## config.mk

```make
export PLATFORM = sky130hd
export DESIGN_NAME = deformatter_cmd
export DESIGN_NICKNAME = d
export VERILOG_FILES = /design/src/hw/deformatter_cmd_pkg.sv /design/src/hw/deformatter_cmd.sv
export SDC_FILE = /design/constraint.sdc
export NUM_CORES = 2
export LEC_CHECK = 0
export BUFFER_PORTS_ARGS = -buffer_cell sky130_fd_sc_hd__buf_4
export CAP_MARGIN = 10
export CORE_UTILIZATION = 42
export DETAILED_ROUTE_END_ITERATION = 10
export PLACE_DENSITY_LB_ADDON = 0.15
export SLEW_MARGIN = 20
export SYNTH_ARGS = -nofsm -noshare
export SYNTH_HDL_FRONTEND = slang
export SYNTH_SLANG_ARGS = --single-unit
```

## constraint.sdc

```tcl
create_clock -name sys_clk -period 14.6 [get_ports sys_clk]
set_clock_uncertainty 0.05 [all_clocks]
set_input_delay 2.19 -clock sys_clk [delete_from_list [all_inputs] [get_ports sys_clk]]
set_output_delay 2.19 -clock sys_clk [all_outputs]
set_load 0.02 [all_outputs]
```

## src/hw/deformatter_cmd_pkg.sv

```systemverilog
// package: function codes, counts, sizes and carriers for the deformatter command handler
package deformatter_cmd_pkg;
  localparam logic [7:0]  FC_GENERAL_STATUS   = 8'h61;
  localparam logic [7:0]  FC_HEADER_REQUEST   = 8'h62;
  localparam logic [7:0]  FC_START_OBSERVE    = 8'h30;
  localparam logic [7:0]  FC_TIME_REFERENCE   = 8'h41;
  localparam logic [7:0]  FC_MODEL_LIMIT      = 8'h66;
  localparam logic [7:0]  FC_SINGLE_HEADER    = 8'h67;
  localparam logic [7:0]  FC_TRACK_STATUS     = 8'h68;
  localparam logic [7:0]  FC_SPECIAL_STATUS   = 8'h69;
  localparam logic [7:0]  FC_SELF_TEST        = 8'h70;
  localparam logic [7:0]  FC_DRIVE_TEST       = 8'h71;
  localparam logic [7:0]  FC_PATTERN_LOAD     = 8'h72;
  localparam logic [7:0]  FC_TEST_CYCLE       = 8'h73;
  localparam logic [7:0]  FC_SYNC_ENABLE      = 8'h74;
  localparam logic [7:0]  FC_ERROR_DISPLAY    = 8'h75;
  localparam logic [7:0]  FC_TRACK_WRITE      = 8'h80;
  localparam logic [7:0]  FC_TRACK_READ       = 8'h81;
  localparam logic [7:0]  FC_TRACK_RESET      = 8'h82;
  localparam logic [10:0] MODEL_LIMIT_LEN     = 11'd6;
  localparam logic [10:0] HEADER_LEN          = 11'd30;
  localparam logic [10:0] TRACK_STATUS_LEN    = 11'd72;
  localparam logic [10:0] GENERAL_STATUS_LEN  = 11'd7;
  localparam logic [10:0] PATTERN_LEN         = 11'd1032;
  localparam logic [10:0] TIME_REF_LEN        = 11'd8;
  localparam logic [5:0]  HEADER_COUNT        = 6'd36;
  localparam logic [2:0]  SELECTOR_MAX        = 3'd6;
  localparam logic [7:0]  COUNT_MAX           = 8'hff;
  localparam logic [7:0]  GS_HDR_READY        = 8'h00;
  localparam logic [7:0]  GS_HDR_BUSY         = 8'h01;
  localparam logic [7:0]  ST_OFF              = 8'h00;
  localparam logic [7:0]  ST_OUTPUT           = 8'h01;
  localparam logic [7:0]  ST_SHUFFLER         = 8'h03;
  localparam logic [7:0]  ST_DEMUX           = 8'h04;
  localparam int          CLK_HZ              = 25_000_000;
  localparam int          TEST_LEAD_MS        = 8;
  localparam int          TEST_LEAD_CYCLES    = CLK_HZ / 1000 * TEST_LEAD_MS;
  localparam int          FRINGE_CYCLES_DEF   = 3_275_000;

  typedef struct packed {
    logic [7:0] data;
    logic       valid;
  } byte_beat_t;

  typedef struct packed {
    logic [2:0] selector;
    logic [1:0] kind;
    logic       broadcast;
  } track_target_t;
endpackage

```

## src/hw/deformatter_cmd.sv

```systemverilog
// command handler of the deformatter card: status, test and track pass-through
//
// Function
// - model-limit request returns six bytes from three counters
// - model-limit byte counters saturate at ff
// - count time-reference mismatches over four phase centres
// - count model jumps beyond one, clear on read
// - four-byte lost-tic count, lsbyte last, cleared
// - single header index 0-35, thirty bytes
// - single header non-destructive, accepted only for index 0-35
// - track status 72 bytes, non-destructive, anytime
// - special status like general, no header inhibit
// - headers ready halts reading until full request
// - self-test argument selects pattern injection point
// - drive test frame on/off by argument
// - pattern download 1032 bytes, bits s and m
// - test cycle starts at tic, one fringe cycle
// - sync enable sets debug pulse flag
// - error display argument disables display groups
// - start-observe re-enables displays, disables stop counting
// - pass-through carries selector and byte counts
// - track reset consumes dummy byte then resets
// - time reference six-byte count plus day, flag
`timescale 1ns/10ps
`default_nettype none
module deformatter_cmd
  import deformatter_cmd_pkg::*;
#(
  parameter int FRINGE_CYCLES = FRINGE_CYCLES_DEF,
  parameter int DELAY_W       = 16
) (
  input  wire logic               sys_clk,
  input  wire logic               rst_n,
  input  wire byte_beat_t         cmd_in,
  output logic                    cmd_ready,
  output byte_beat_t              rsp_out,
  input  wire logic               tic_pin,
  input  wire logic               sync_lost,
  input  wire logic               model_new,
  input  wire logic [DELAY_W-1:0] model_value,
  input  wire logic [4*DELAY_W-1:0] phase_delay,
  input  wire logic               hdr_all_read,
  input  wire logic [7:0]         hdr_rd_data,
  input  wire logic [7:0]         trk_rd_data,
  input  wire logic [7:0]         pass_rd_data,
  output logic                    hdr_read_enable,
  output logic [10:0]             buf_rd_addr,
  output logic [2:0]              self_test_mode,
  output logic                    drive_test_frame,
  output logic                    pattern_we,
  output logic [10:0]             pattern_addr,
  output logic [1:0]              pattern_bits,
  output logic                    test_cycle_active,
  output logic                    sync_pulse_enable,
  output logic [1:0]              display_disable,
  output track_target_t           track_target,
  output byte_beat_t              track_tx,
  output logic                    track_reset,
  output logic [47:0]             time_ref
);
  typedef enum logic [2:0] {
    S_IDLE   = 3'b000,
    S_ARG    = 3'b001,
    S_PASS   = 3'b010,
    S_RESP   = 3'b011,
    S_RET    = 3'b100
  } state_t;

  state_t      state_reg;
  logic [7:0]  func_reg;
  logic [10:0] arg_cnt_reg;
  logic [10:0] resp_cnt_reg;
  logic [15:0] xfer_reg;
  logic [15:0] ret_reg;
  logic [7:0]  resp_next;
  logic        tic_s1_reg;
  logic        tic_s2_reg;
  logic        tic_s3_reg;
  logic        tic_edge;
  logic [7:0]  tref_err_reg;
  logic [7:0]  model_err_reg;
  logic [31:0] lost_reg;
  logic [7:0]  gs_tref_reg;
  logic [7:0]  gs_model_reg;
  logic [DELAY_W-1:0] model_prev_reg;
  logic [4*DELAY_W-1:0] delay_prev_reg;
  logic [47:0] tref_shift_reg;
  logic        test_armed_reg;
  logic [31:0] test_cnt_reg;
  logic [3:0]  ref_mis;
  logic        model_mis;
  logic        tref_done;
  logic        take;

  assign take      = cmd_in.valid && cmd_ready;
  assign tic_edge  = tic_s2_reg && !tic_s3_reg;
  assign tref_done = take && state_reg == S_ARG && func_reg == FC_TIME_REFERENCE
                     && arg_cnt_reg == 11'd1;

  // station tic synchroniser
  always_ff @(posedge sys_clk) begin
    if (!rst_n) begin
      tic_s1_reg <= 1'b0;
      tic_s2_reg <= 1'b0;
      tic_s3_reg <= 1'b0;
    end else begin
      tic_s1_reg <= tic_pin;
      tic_s2_reg <= tic_s1_reg;
      tic_s3_reg <= tic_s2_reg;
    end
  end

  // per phase centre comparison of old and new reference plus delay
  genvar g;
  generate
    for (g = 0; g < 4; g++) begin : g_phase
      logic [48:0] sum_old;
      logic [48:0] sum_new;
      logic [48:0] diff;
      assign sum_old = {1'b0, time_ref}
                       + 49'(delay_prev_reg[g*DELAY_W +: DELAY_W]);
      assign sum_new = {1'b0, tref_shift_reg[39:0], cmd_in.data}
                       + 49'(phase_delay[g*DELAY_W +: DELAY_W]);
      assign diff    = (sum_old > sum_new) ? sum_old - sum_new : sum_new - sum_old;
      assign ref_mis[g] = diff > 49'd1;
    end
  endgenerate

  assign model_mis = (model_value > model_prev_reg)
                     ? (model_value - model_prev_reg) > DELAY_W'(1)
                     : (model_prev_reg - model_value) > DELAY_W'(1);

  // command sequencer
  always_ff @(posedge sys_clk) begin
    if (!rst_n) begin
      state_reg    <= S_IDLE;
      func_reg     <= 8'h00;
      arg_cnt_reg  <= 11'd0;
      resp_cnt_reg <= 11'd0;
      xfer_reg     <= 16'h0000;
      ret_reg      <= 16'h0000;
      cmd_ready    <= 1'b0;
    end else begin
      cmd_ready <= (state_reg != S_RESP) && (state_reg != S_RET);
      case (state_reg)
        S_IDLE: begin
          if (take) begin
            func_reg <= cmd_in.data;
            case (cmd_in.data)
              FC_MODEL_LIMIT: begin
                resp_cnt_reg <= MODEL_LIMIT_LEN;
                state_reg    <= S_RESP;
                cmd_ready    <= 1'b0;
              end
              FC_TRACK_STATUS: begin
                resp_cnt_reg <= TRACK_STATUS_LEN;
                state_reg    <= S_RESP;
                cmd_ready    <= 1'b0;
              end
              FC_GENERAL_STATUS, FC_SPECIAL_STATUS: begin
                resp_cnt_reg <= GENERAL_STATUS_LEN;
                state_reg    <= S_RESP;
                cmd_ready    <= 1'b0;
              end
              FC_SINGLE_HEADER, FC_SELF_TEST, FC_DRIVE_TEST, FC_ERROR_DISPLAY,
              FC_TRACK_RESET: begin
                arg_cnt_reg <= 11'd1;
                state_reg   <= S_ARG;
              end
              FC_PATTERN_LOAD: begin
                arg_cnt_reg <= PATTERN_LEN;
                state_reg   <= S_ARG;
              end
              FC_TIME_REFERENCE: begin
                arg_cnt_reg <= TIME_REF_LEN;
                state_reg   <= S_ARG;
              end
              FC_TRACK_WRITE: begin
                arg_cnt_reg <= 11'd3;
                state_reg   <= S_ARG;
              end
              FC_TRACK_READ: begin
                arg_cnt_reg <= 11'd5;
                state_reg   <= S_ARG;
              end
              default: state_reg <= S_IDLE;
            endcase
          end
        end
        S_ARG: begin
          if (take) begin
            arg_cnt_reg <= arg_cnt_reg - 11'd1;
            if (func_reg == FC_TRACK_WRITE && arg_cnt_reg <= 11'd2)
              xfer_reg <= {xfer_reg[7:0], cmd_in.data};
            if (func_reg == FC_TRACK_READ && (arg_cnt_reg == 11'd4 || arg_cnt_reg == 11'd3))
              xfer_reg <= {xfer_reg[7:0], cmd_in.data};
            if (func_reg == FC_TRACK_READ && arg_cnt_reg <= 11'd2)
              ret_reg <= {ret_reg[7:0], cmd_in.data};
            if (arg_cnt_reg == 11'd1) begin
              if (func_reg == FC_SINGLE_HEADER) begin
                if (cmd_in.data < {2'b00, HEADER_COUNT}) begin
                  resp_cnt_reg <= HEADER_LEN;
                  state_reg    <= S_RESP;
                  cmd_ready    <= 1'b0;
                end else begin
                  state_reg <= S_IDLE;
                end
              end else if (func_reg == FC_TRACK_WRITE) begin
                state_reg <= ({xfer_reg[7:0], cmd_in.data} == 16'h0000) ? S_IDLE : S_PASS;
              end else if (func_reg == FC_TRACK_READ) begin
                if (xfer_reg != 16'h0000) begin
                  state_reg <= S_PASS;
                end else if ({ret_reg[7:0], cmd_in.data} != 16'h0000) begin
                  state_reg <= S_RET;
                  cmd_ready <= 1'b0;
                end else begin
                  state_reg <= S_IDLE;
                end
              end else begin
                state_reg <= S_IDLE;
              end
            end
          end
        end
        S_PASS: begin
          if (take) begin
            xfer_reg <= xfer_reg - 16'h0001;
            if (xfer_reg == 16'h0001) begin
              state_reg <= (func_reg == FC_TRACK_READ && ret_reg != 16'h0000)
                           ? S_RET : S_IDLE;
              cmd_ready <= !(func_reg == FC_TRACK_READ && ret_reg != 16'h0000);
            end
          end
        end
        S_RET: begin
          ret_reg   <= ret_reg - 16'h0001;
          cmd_ready <= 1'b0;
          if (ret_reg <= 16'h0001) begin
            state_reg <= S_IDLE;
            cmd_ready <= 1'b1;
          end
        end
        S_RESP: begin
          resp_cnt_reg <= resp_cnt_reg - 11'd1;
          cmd_ready    <= 1'b0;
          if (resp_cnt_reg == 11'd1) begin
            state_reg <= S_IDLE;
            cmd_ready <= 1'b1;
          end
        end
        default: state_reg <= S_IDLE;
      endcase
    end
  end

  // response byte selection
  always_comb begin
    resp_next = 8'h00;
    case (func_reg)
      FC_MODEL_LIMIT: begin
        case (resp_cnt_reg)
          11'd6:   resp_next = tref_err_reg;
          11'd5:   resp_next = model_err_reg;
          11'd4:   resp_next = lost_reg[31:24];
          11'd3:   resp_next = lost_reg[23:16];
          11'd2:   resp_next = lost_reg[15:8];
          default: resp_next = lost_reg[7:0];
        endcase
      end
      FC_GENERAL_STATUS, FC_SPECIAL_STATUS: begin
        case (resp_cnt_reg)
          11'd7:   resp_next = hdr_all_read ? GS_HDR_READY : GS_HDR_BUSY;
          11'd4:   resp_next = gs_tref_reg;
          11'd3:   resp_next = gs_model_reg;
          default: resp_next = 8'h00;
        endcase
      end
      FC_SINGLE_HEADER: resp_next = hdr_rd_data;
      FC_TRACK_STATUS:  resp_next = trk_rd_data;
      FC_TRACK_READ:    resp_next = pass_rd_data;
      default:          resp_next = 8'h00;
    endcase
  end

  // response stream and buffer addressing
  always_ff @(posedge sys_clk) begin
    if (!rst_n) begin
      rsp_out     <= '0;
      buf_rd_addr <= 11'd0;
    end else begin
      rsp_out.valid <= (state_reg == S_RESP) || (state_reg == S_RET);
      rsp_out.data  <= (state_reg == S_RESP || state_reg == S_RET) ? resp_next : 8'h00;
      if (state_reg == S_ARG && func_reg == FC_SINGLE_HEADER && take)
        buf_rd_addr <= 11'(cmd_in.data) * HEADER_LEN;
      else if (state_reg == S_IDLE && take && cmd_in.data == FC_TRACK_STATUS)
        buf_rd_addr <= 11'd0;
      else if (state_reg == S_RESP || state_reg == S_RET)
        buf_rd_addr <= buf_rd_addr + 11'd1;
    end
  end

  // error counters, saturating, cleared by the reading request; set wins over clear
  always_ff @(posedge sys_clk) begin
    if (!rst_n) begin
      tref_err_reg   <= 8'h00;
      model_err_reg  <= 8'h00;
      gs_tref_reg    <= 8'h00;
      gs_model_reg   <= 8'h00;
      lost_reg       <= 32'h0;
      model_prev_reg <= '0;
      delay_prev_reg <= '0;
    end else begin
      if (state_reg == S_RESP && resp_cnt_reg == 11'd1 && func_reg == FC_MODEL_LIMIT) begin
        tref_err_reg  <= 8'h00;
        model_err_reg <= 8'h00;
        lost_reg      <= 32'h0;
      end
      if (state_reg == S_RESP && resp_cnt_reg == 11'd1 && (func_reg == FC_GENERAL_STATUS ||
          func_reg == FC_SPECIAL_STATUS)) begin
        gs_tref_reg  <= 8'h00;
        gs_model_reg <= 8'h00;
      end
      if (tref_done) begin
        delay_prev_reg <= phase_delay;
        if (|ref_mis && !display_disable[0]) begin
          if (tref_err_reg != COUNT_MAX) tref_err_reg <= tref_err_reg + 8'h01;
          if (gs_tref_reg != COUNT_MAX)  gs_tref_reg  <= gs_tref_reg + 8'h01;
        end
      end
      if (model_new) begin
        model_prev_reg <= model_value;
        if (model_mis && !display_disable[1]) begin
          if (model_err_reg != COUNT_MAX) model_err_reg <= model_err_reg + 8'h01;
          if (gs_model_reg != COUNT_MAX)  gs_model_reg  <= gs_model_reg + 8'h01;
        end
      end
      if (sync_lost && lost_reg != 32'hffffffff)
        lost_reg <= lost_reg + 32'h1;
    end
  end

  // header read inhibit handshake
  always_ff @(posedge sys_clk) begin
    if (!rst_n) begin
      hdr_read_enable <= 1'b1;
    end else if (take && state_reg == S_IDLE && cmd_in.data == FC_HEADER_REQUEST) begin
      hdr_read_enable <= 1'b1;
    end else if (state_reg == S_RESP && func_reg == FC_GENERAL_STATUS && hdr_all_read) begin
      hdr_read_enable <= 1'b0;
    end
  end

  // test and display control settings
  always_ff @(posedge sys_clk) begin
    if (!rst_n) begin
      self_test_mode    <= 3'b000;
      drive_test_frame  <= 1'b0;
      sync_pulse_enable <= 1'b0;
      display_disable   <= 2'b00;
      track_reset       <= 1'b0;
      time_ref          <= 48'h0;
      tref_shift_reg    <= 48'h0;
    end else begin
      track_reset <= 1'b0;
      if (take && state_reg == S_IDLE && cmd_in.data == FC_START_OBSERVE)
        display_disable <= 2'b00;
      if (take && state_reg == S_IDLE && cmd_in.data == FC_SYNC_ENABLE)
        sync_pulse_enable <= 1'b1;
      if (take && state_reg == S_ARG) begin
        tref_shift_reg <= {tref_shift_reg[39:0], cmd_in.data};
        if (arg_cnt_reg == 11'd1) begin
          case (func_reg)
            FC_SELF_TEST: begin
              case (cmd_in.data)
                ST_OFF:      self_test_mode <= 3'b000;
                ST_OUTPUT:   self_test_mode <= 3'b001;
                ST_SHUFFLER: self_test_mode <= 3'b010;
                ST_DEMUX:    self_test_mode <= 3'b100;
                default:     self_test_mode <= self_test_mode;
              endcase
            end
            FC_DRIVE_TEST:    drive_test_frame <= cmd_in.data[0];
            FC_ERROR_DISPLAY: display_disable  <= cmd_in.data[1:0];
            FC_TRACK_RESET:   track_reset      <= 1'b1;
            FC_TIME_REFERENCE: time_ref <= {tref_shift_reg[39:0], cmd_in.data};
            default: ;
          endcase
        end
      end
    end
  end

  // pattern download and pass-through byte forwarding
  always_ff @(posedge sys_clk) begin
    if (!rst_n) begin
      pattern_we   <= 1'b0;
      pattern_addr <= 11'd0;
      pattern_bits <= 2'b00;
      track_tx     <= '0;
      track_target <= '0;
    end else begin
      pattern_we     <= take && state_reg == S_ARG && func_reg == FC_PATTERN_LOAD;
      track_tx.valid <= take && state_reg == S_PASS;
      track_tx.data  <= cmd_in.data;
      if (take && state_reg == S_ARG && func_reg == FC_PATTERN_LOAD) begin
        pattern_addr <= PATTERN_LEN - arg_cnt_reg;
        pattern_bits <= {cmd_in.data[1], cmd_in.data[0]};
      end
      if (take && state_reg == S_IDLE)
        track_target.kind <= (cmd_in.data == FC_TRACK_READ) ? 2'b01 : 2'b00;
      if (take && state_reg == S_ARG && arg_cnt_reg >= 11'd3 &&
          (func_reg == FC_TRACK_WRITE ? arg_cnt_reg == 11'd3 : arg_cnt_reg == 11'd5)) begin
        track_target.selector  <= (cmd_in.data[2:0] > SELECTOR_MAX) ? SELECTOR_MAX
                                  : cmd_in.data[2:0];
        track_target.broadcast <= cmd_in.data[2];
      end
    end
  end

  // test cycle: armed by command, runs from next tic for one fringe cycle
  always_ff @(posedge sys_clk) begin
    if (!rst_n) begin
      test_armed_reg    <= 1'b0;
      test_cnt_reg      <= 32'h0;
      test_cycle_active <= 1'b0;
    end else begin
      if (take && state_reg == S_IDLE && cmd_in.data == FC_TEST_CYCLE)
        test_armed_reg <= 1'b1;
      if (tic_edge && test_armed_reg) begin
        test_armed_reg    <= 1'b0;
        test_cycle_active <= 1'b1;
        test_cnt_reg      <= 32'(FRINGE_CYCLES - 1);
      end else if (test_cycle_active) begin
        test_cnt_reg <= test_cnt_reg - 32'h1;
        if (test_cnt_reg == 32'h0)
          test_cycle_active <= 1'b0;
      end
    end
  end

  a_lost_clear: assert property (@(posedge sys_clk) disable iff (!rst_n)
    (state_reg == S_RESP && func_reg == FC_MODEL_LIMIT && resp_cnt_reg == 11'd1 && !sync_lost)
    |=> lost_reg == 32'h0) else $error("lost count not cleared");
  a_err_saturate: assert property (@(posedge sys_clk) disable iff (!rst_n)
    model_err_reg == COUNT_MAX && !(state_reg == S_RESP && func_reg == FC_MODEL_LIMIT)
    |=> model_err_reg == COUNT_MAX) else $error("counter wrapped");
  a_display_start: assert property (@(posedge sys_clk) disable iff (!rst_n)
    (take && state_reg == S_IDLE && cmd_in.data == FC_START_OBSERVE) |=> display_disable == 2'b00)
    else $error("display not re-enabled");
  a_test_start: assert property (@(posedge sys_clk) disable iff (!rst_n)
    $rose(test_cycle_active) |-> $past(tic_edge)) else $error("test cycle not on tic");
  a_model_len: assert property (@(posedge sys_clk) disable iff (!rst_n)
    (take && state_reg == S_IDLE && cmd_in.data == FC_MODEL_LIMIT)
    |=> !rsp_out.valid ##1 rsp_out.valid [*6] ##1 !rsp_out.valid) else $error("model length wrong");
  a_header_arg: assert property (@(posedge sys_clk) disable iff (!rst_n)
    (take && state_reg == S_ARG && func_reg == FC_SINGLE_HEADER && cmd_in.data > 8'd35)
    |=> state_reg == S_IDLE) else $error("bad header index accepted");
  a_drive_frame: assert property (@(posedge sys_clk) disable iff (!rst_n)
    (take && state_reg == S_ARG && func_reg == FC_DRIVE_TEST && arg_cnt_reg == 11'd1)
    |=> drive_test_frame == $past(cmd_in.data[0])) else $error("drive test not set");
  a_reset_pulse: assert property (@(posedge sys_clk) disable iff (!rst_n)
    track_reset |=> !track_reset) else $error("reset pulse too long");
endmodule
`default_nettype wire

```

==> run metrics <==
CTS Hold Buffers Added=0; Worst Setup Path Type=reg2reg; post-synthesis sequential area ratio=0.145; Worst Path Max Fanout=18; total CTS buffers=49; max-slew violation count=0; RSZ-0062 raised after global routing=false; Tcrit/Tclk final=0.853; critical path's largest stage delay=0.80 ns; WP data required=15.14 ns; number of global-route vias before repair=54379; worst reg2reg path depth=34; multi-input logic area=0.0433 sq mm; antenna-violating nets left=0; crit path DAT=13.00 ns; Worst Path Buf+Inv=5; Die Height=361 um; I/O pin count=227; dominant delay contributor by cell family on the critical path=simple AND/OR/NAND/NOR gates; RePlAce Congestion=1.08; Syn Std Cell Area=0.0543 sq mm; Worst setup SP type=register; largest cells by area after synthesis=dfxtp_1 14%, ha_1 14%, a21oi_1 9.0%, xnor2_1 8.5%, nand2_1 6.5%; Max-slew headroom=0.0883; Lkg Pwr=25.7 nW; hold crit path type=reg2reg; dpl hpwl=200000 um; Initial Util=0.424; Crit Reg-Reg Endpoint=gs_tref_reg[0]; drt wl/cell=26.4 um; initial antenna violation count=7; DRC viols=0; area leader, netlist=dfxtp_1; fillers=13359; Hold EP=tic_s2_reg; CTS sink count=392; Worst Hold Launch=tic_s1_reg; H-tree depth=2; WHS Path Cells=1; Max clock buf depth=3; maximum clock rate=80.3 MHz; status=complete, no violations; Worst VDD drop=0.0000904 V; Area growth, synth to finish=9.54%; Reg-to-Reg Start=tref_shift_reg[8]; Seq cells post-synth=392; core box area=0.128 sq mm; Post-Syn Area per Cell=7.01 sq um; via count=58634; crit path launch=tref_shift_reg[8]; I/O Buffers=225; CP max stage cell=nor4_1; CTS tree=yes; setup violators final=0; postcts setup bufs=0; GRT Util Overall=0.366; later-pin clock latency in the skew report=0.66 ns; n_diodes=0; vias per cell=6.20; Worst-Margin Slew=1.36 ns; Hold Vio Cnt, Final=0; Sum Neg Setup Slack=0 ns; yosys warns=0; reg2reg setup slack=2.14 ns; sequential cell area=0.00785 sq mm; EDFF count, synth=0; post-synth cell types=94; Syn Inst Count=7735; total power=0.00403 W; syn nets=8477; min Tclk post-route=12.46 ns; Core Rows=131; DR pass1 iterations=8; final net count=8497; ys async rst share=0; Die X=361 um; grt ovf=0; Synth top area share=0.145; max reg flops=64; Post-synth top cells=973 x a21oi_1, 936 x nand2_1, 626 x nor2_1; endpoint type of the worst setup path=register; Pwr Density=67.9 mW/mm^2; DRT iter0 DRCs=6256; root buf cell=clkbuf_16; share of cells above drive strength 1=0.0740; post-CTS sizing=0; drt total wl=250000 um; maxcap violations=0; first-pass GRT wire length=364000 um; pin count of the biggest net entering global routing=142; clk slew on worst S/H paths=0.07 ns; count leader, synth=a21oi_1; die area=0.131 sq mm; most frequent CP cell=nor2_1; top_reg_cell synth=dfxtp_1
[worst max-delay path by stage]
stage / end / slack (ns) / depth (start not counted)
after floorplan: tref_err_reg[0] / 4.47 / 37
after global placement: gs_tref_reg[0] / 2.19 / 40
after detailed placement: gs_tref_reg[0] / 2.27 / 40
after CTS: gs_tref_reg[0] / 2.45 / 34
after global routing: gs_tref_reg[0] / 1.83 / 35
final: gs_tref_reg[0] / 2.14 / 34
[layout by cell type (no fill, tap or decap), types with 49 or more instances in the layout]
cell / n
a211oi_1: 71
a21o_1: 149
a21oi_1: 972
a31oi_1: 70
and3_1: 69
buf_4: 400
clkbuf_16: 49
dfxtp_1: 392
ha_1: 592
inv_1: 380
mux2i_1: 60
nand2_1: 936
nand2b_1: 77
nand3_1: 171
nand4_1: 157
nor2_1: 625
nor2b_1: 53
nor3_1: 169
nor4_1: 80
o211ai_1: 61
o21a_1: 55
o21ai_0: 427
o21bai_1: 147
xnor2_1: 526
xor2_1: 381
[power by group]
part           leakage (nW)  total, W  switching (W)  internal [W]
logic                  21.8   0.00156        0.00102      0.000543
clock network         0.828   0.00133       0.000565      0.000763
registers              3.17   0.00115      0.0000475       0.00110
total                  25.7   0.00403        0.00163       0.00240
[cell type report]
cell class / count / area share
clock buffer: 68 / 0.0235
clock inverter: 21 / 0.00518
inverter: 384 / 0.0244
multi-input combinational: 6526 / 0.729
sequential: 392 / 0.132
tap: 1662 / 0.0350
timing repair buffer: 402 / 0.0512
[kinds of logic after synthesis]
family,synth area share
XOR/XNOR,0.146
other,0.0000691
buffers and inverters,0.0583
AO/OA/AOI/OAI,0.266
flip-flops,0.145
adder cells (fa/ha/maj),0.148
multiplexers,0.0150
AND/OR/NAND/NOR,0.222
[stage by stage]
| step | util | instance area, sq um | cells | hold WS (ns) | setup WS, ns |
|---|---|---|---|---|---|
| after floorplan | - | 54300 | 7735 | 0.362 | 4.47 |
| after global placement | 0.452 | 57700 | 9366 | 0.375 | 2.19 |
| after detailed placement | 0.452 | 57700 | 9366 | 0.378 | 2.27 |
| after CTS | 0.465 | 59400 | 9455 | 0.399 | 2.45 |
| after global routing | 0.465 | 59400 | 9455 | 0.407 | 1.83 |
| final | 0.465 | 59400 | 9455 | 0.394 | 2.14 |
[worst register-to-register path: cells and delay by family, from the launching register on]
kind,cells,cell delay [ns]
muxes,2,0.78
DFF,1,0.31
xor gates and xnor gates,1,0.11
AOI/OAI and AO/OA,4,1.38
and+or+nand+nor,21,8.06
adders and majority gates,1,0.57
buffers and inverters,5,1.12
[per-layer routing]
metal  track usage  wire length [um]  up-vias
li1              -                 -    27458
met1         0.470            105000    27976
met2         0.589            111000     2637
met3        0.0469             17400      551
met4         0.211             16800       12
met5             0                83        -
Power figures use the tool's default switching activity.
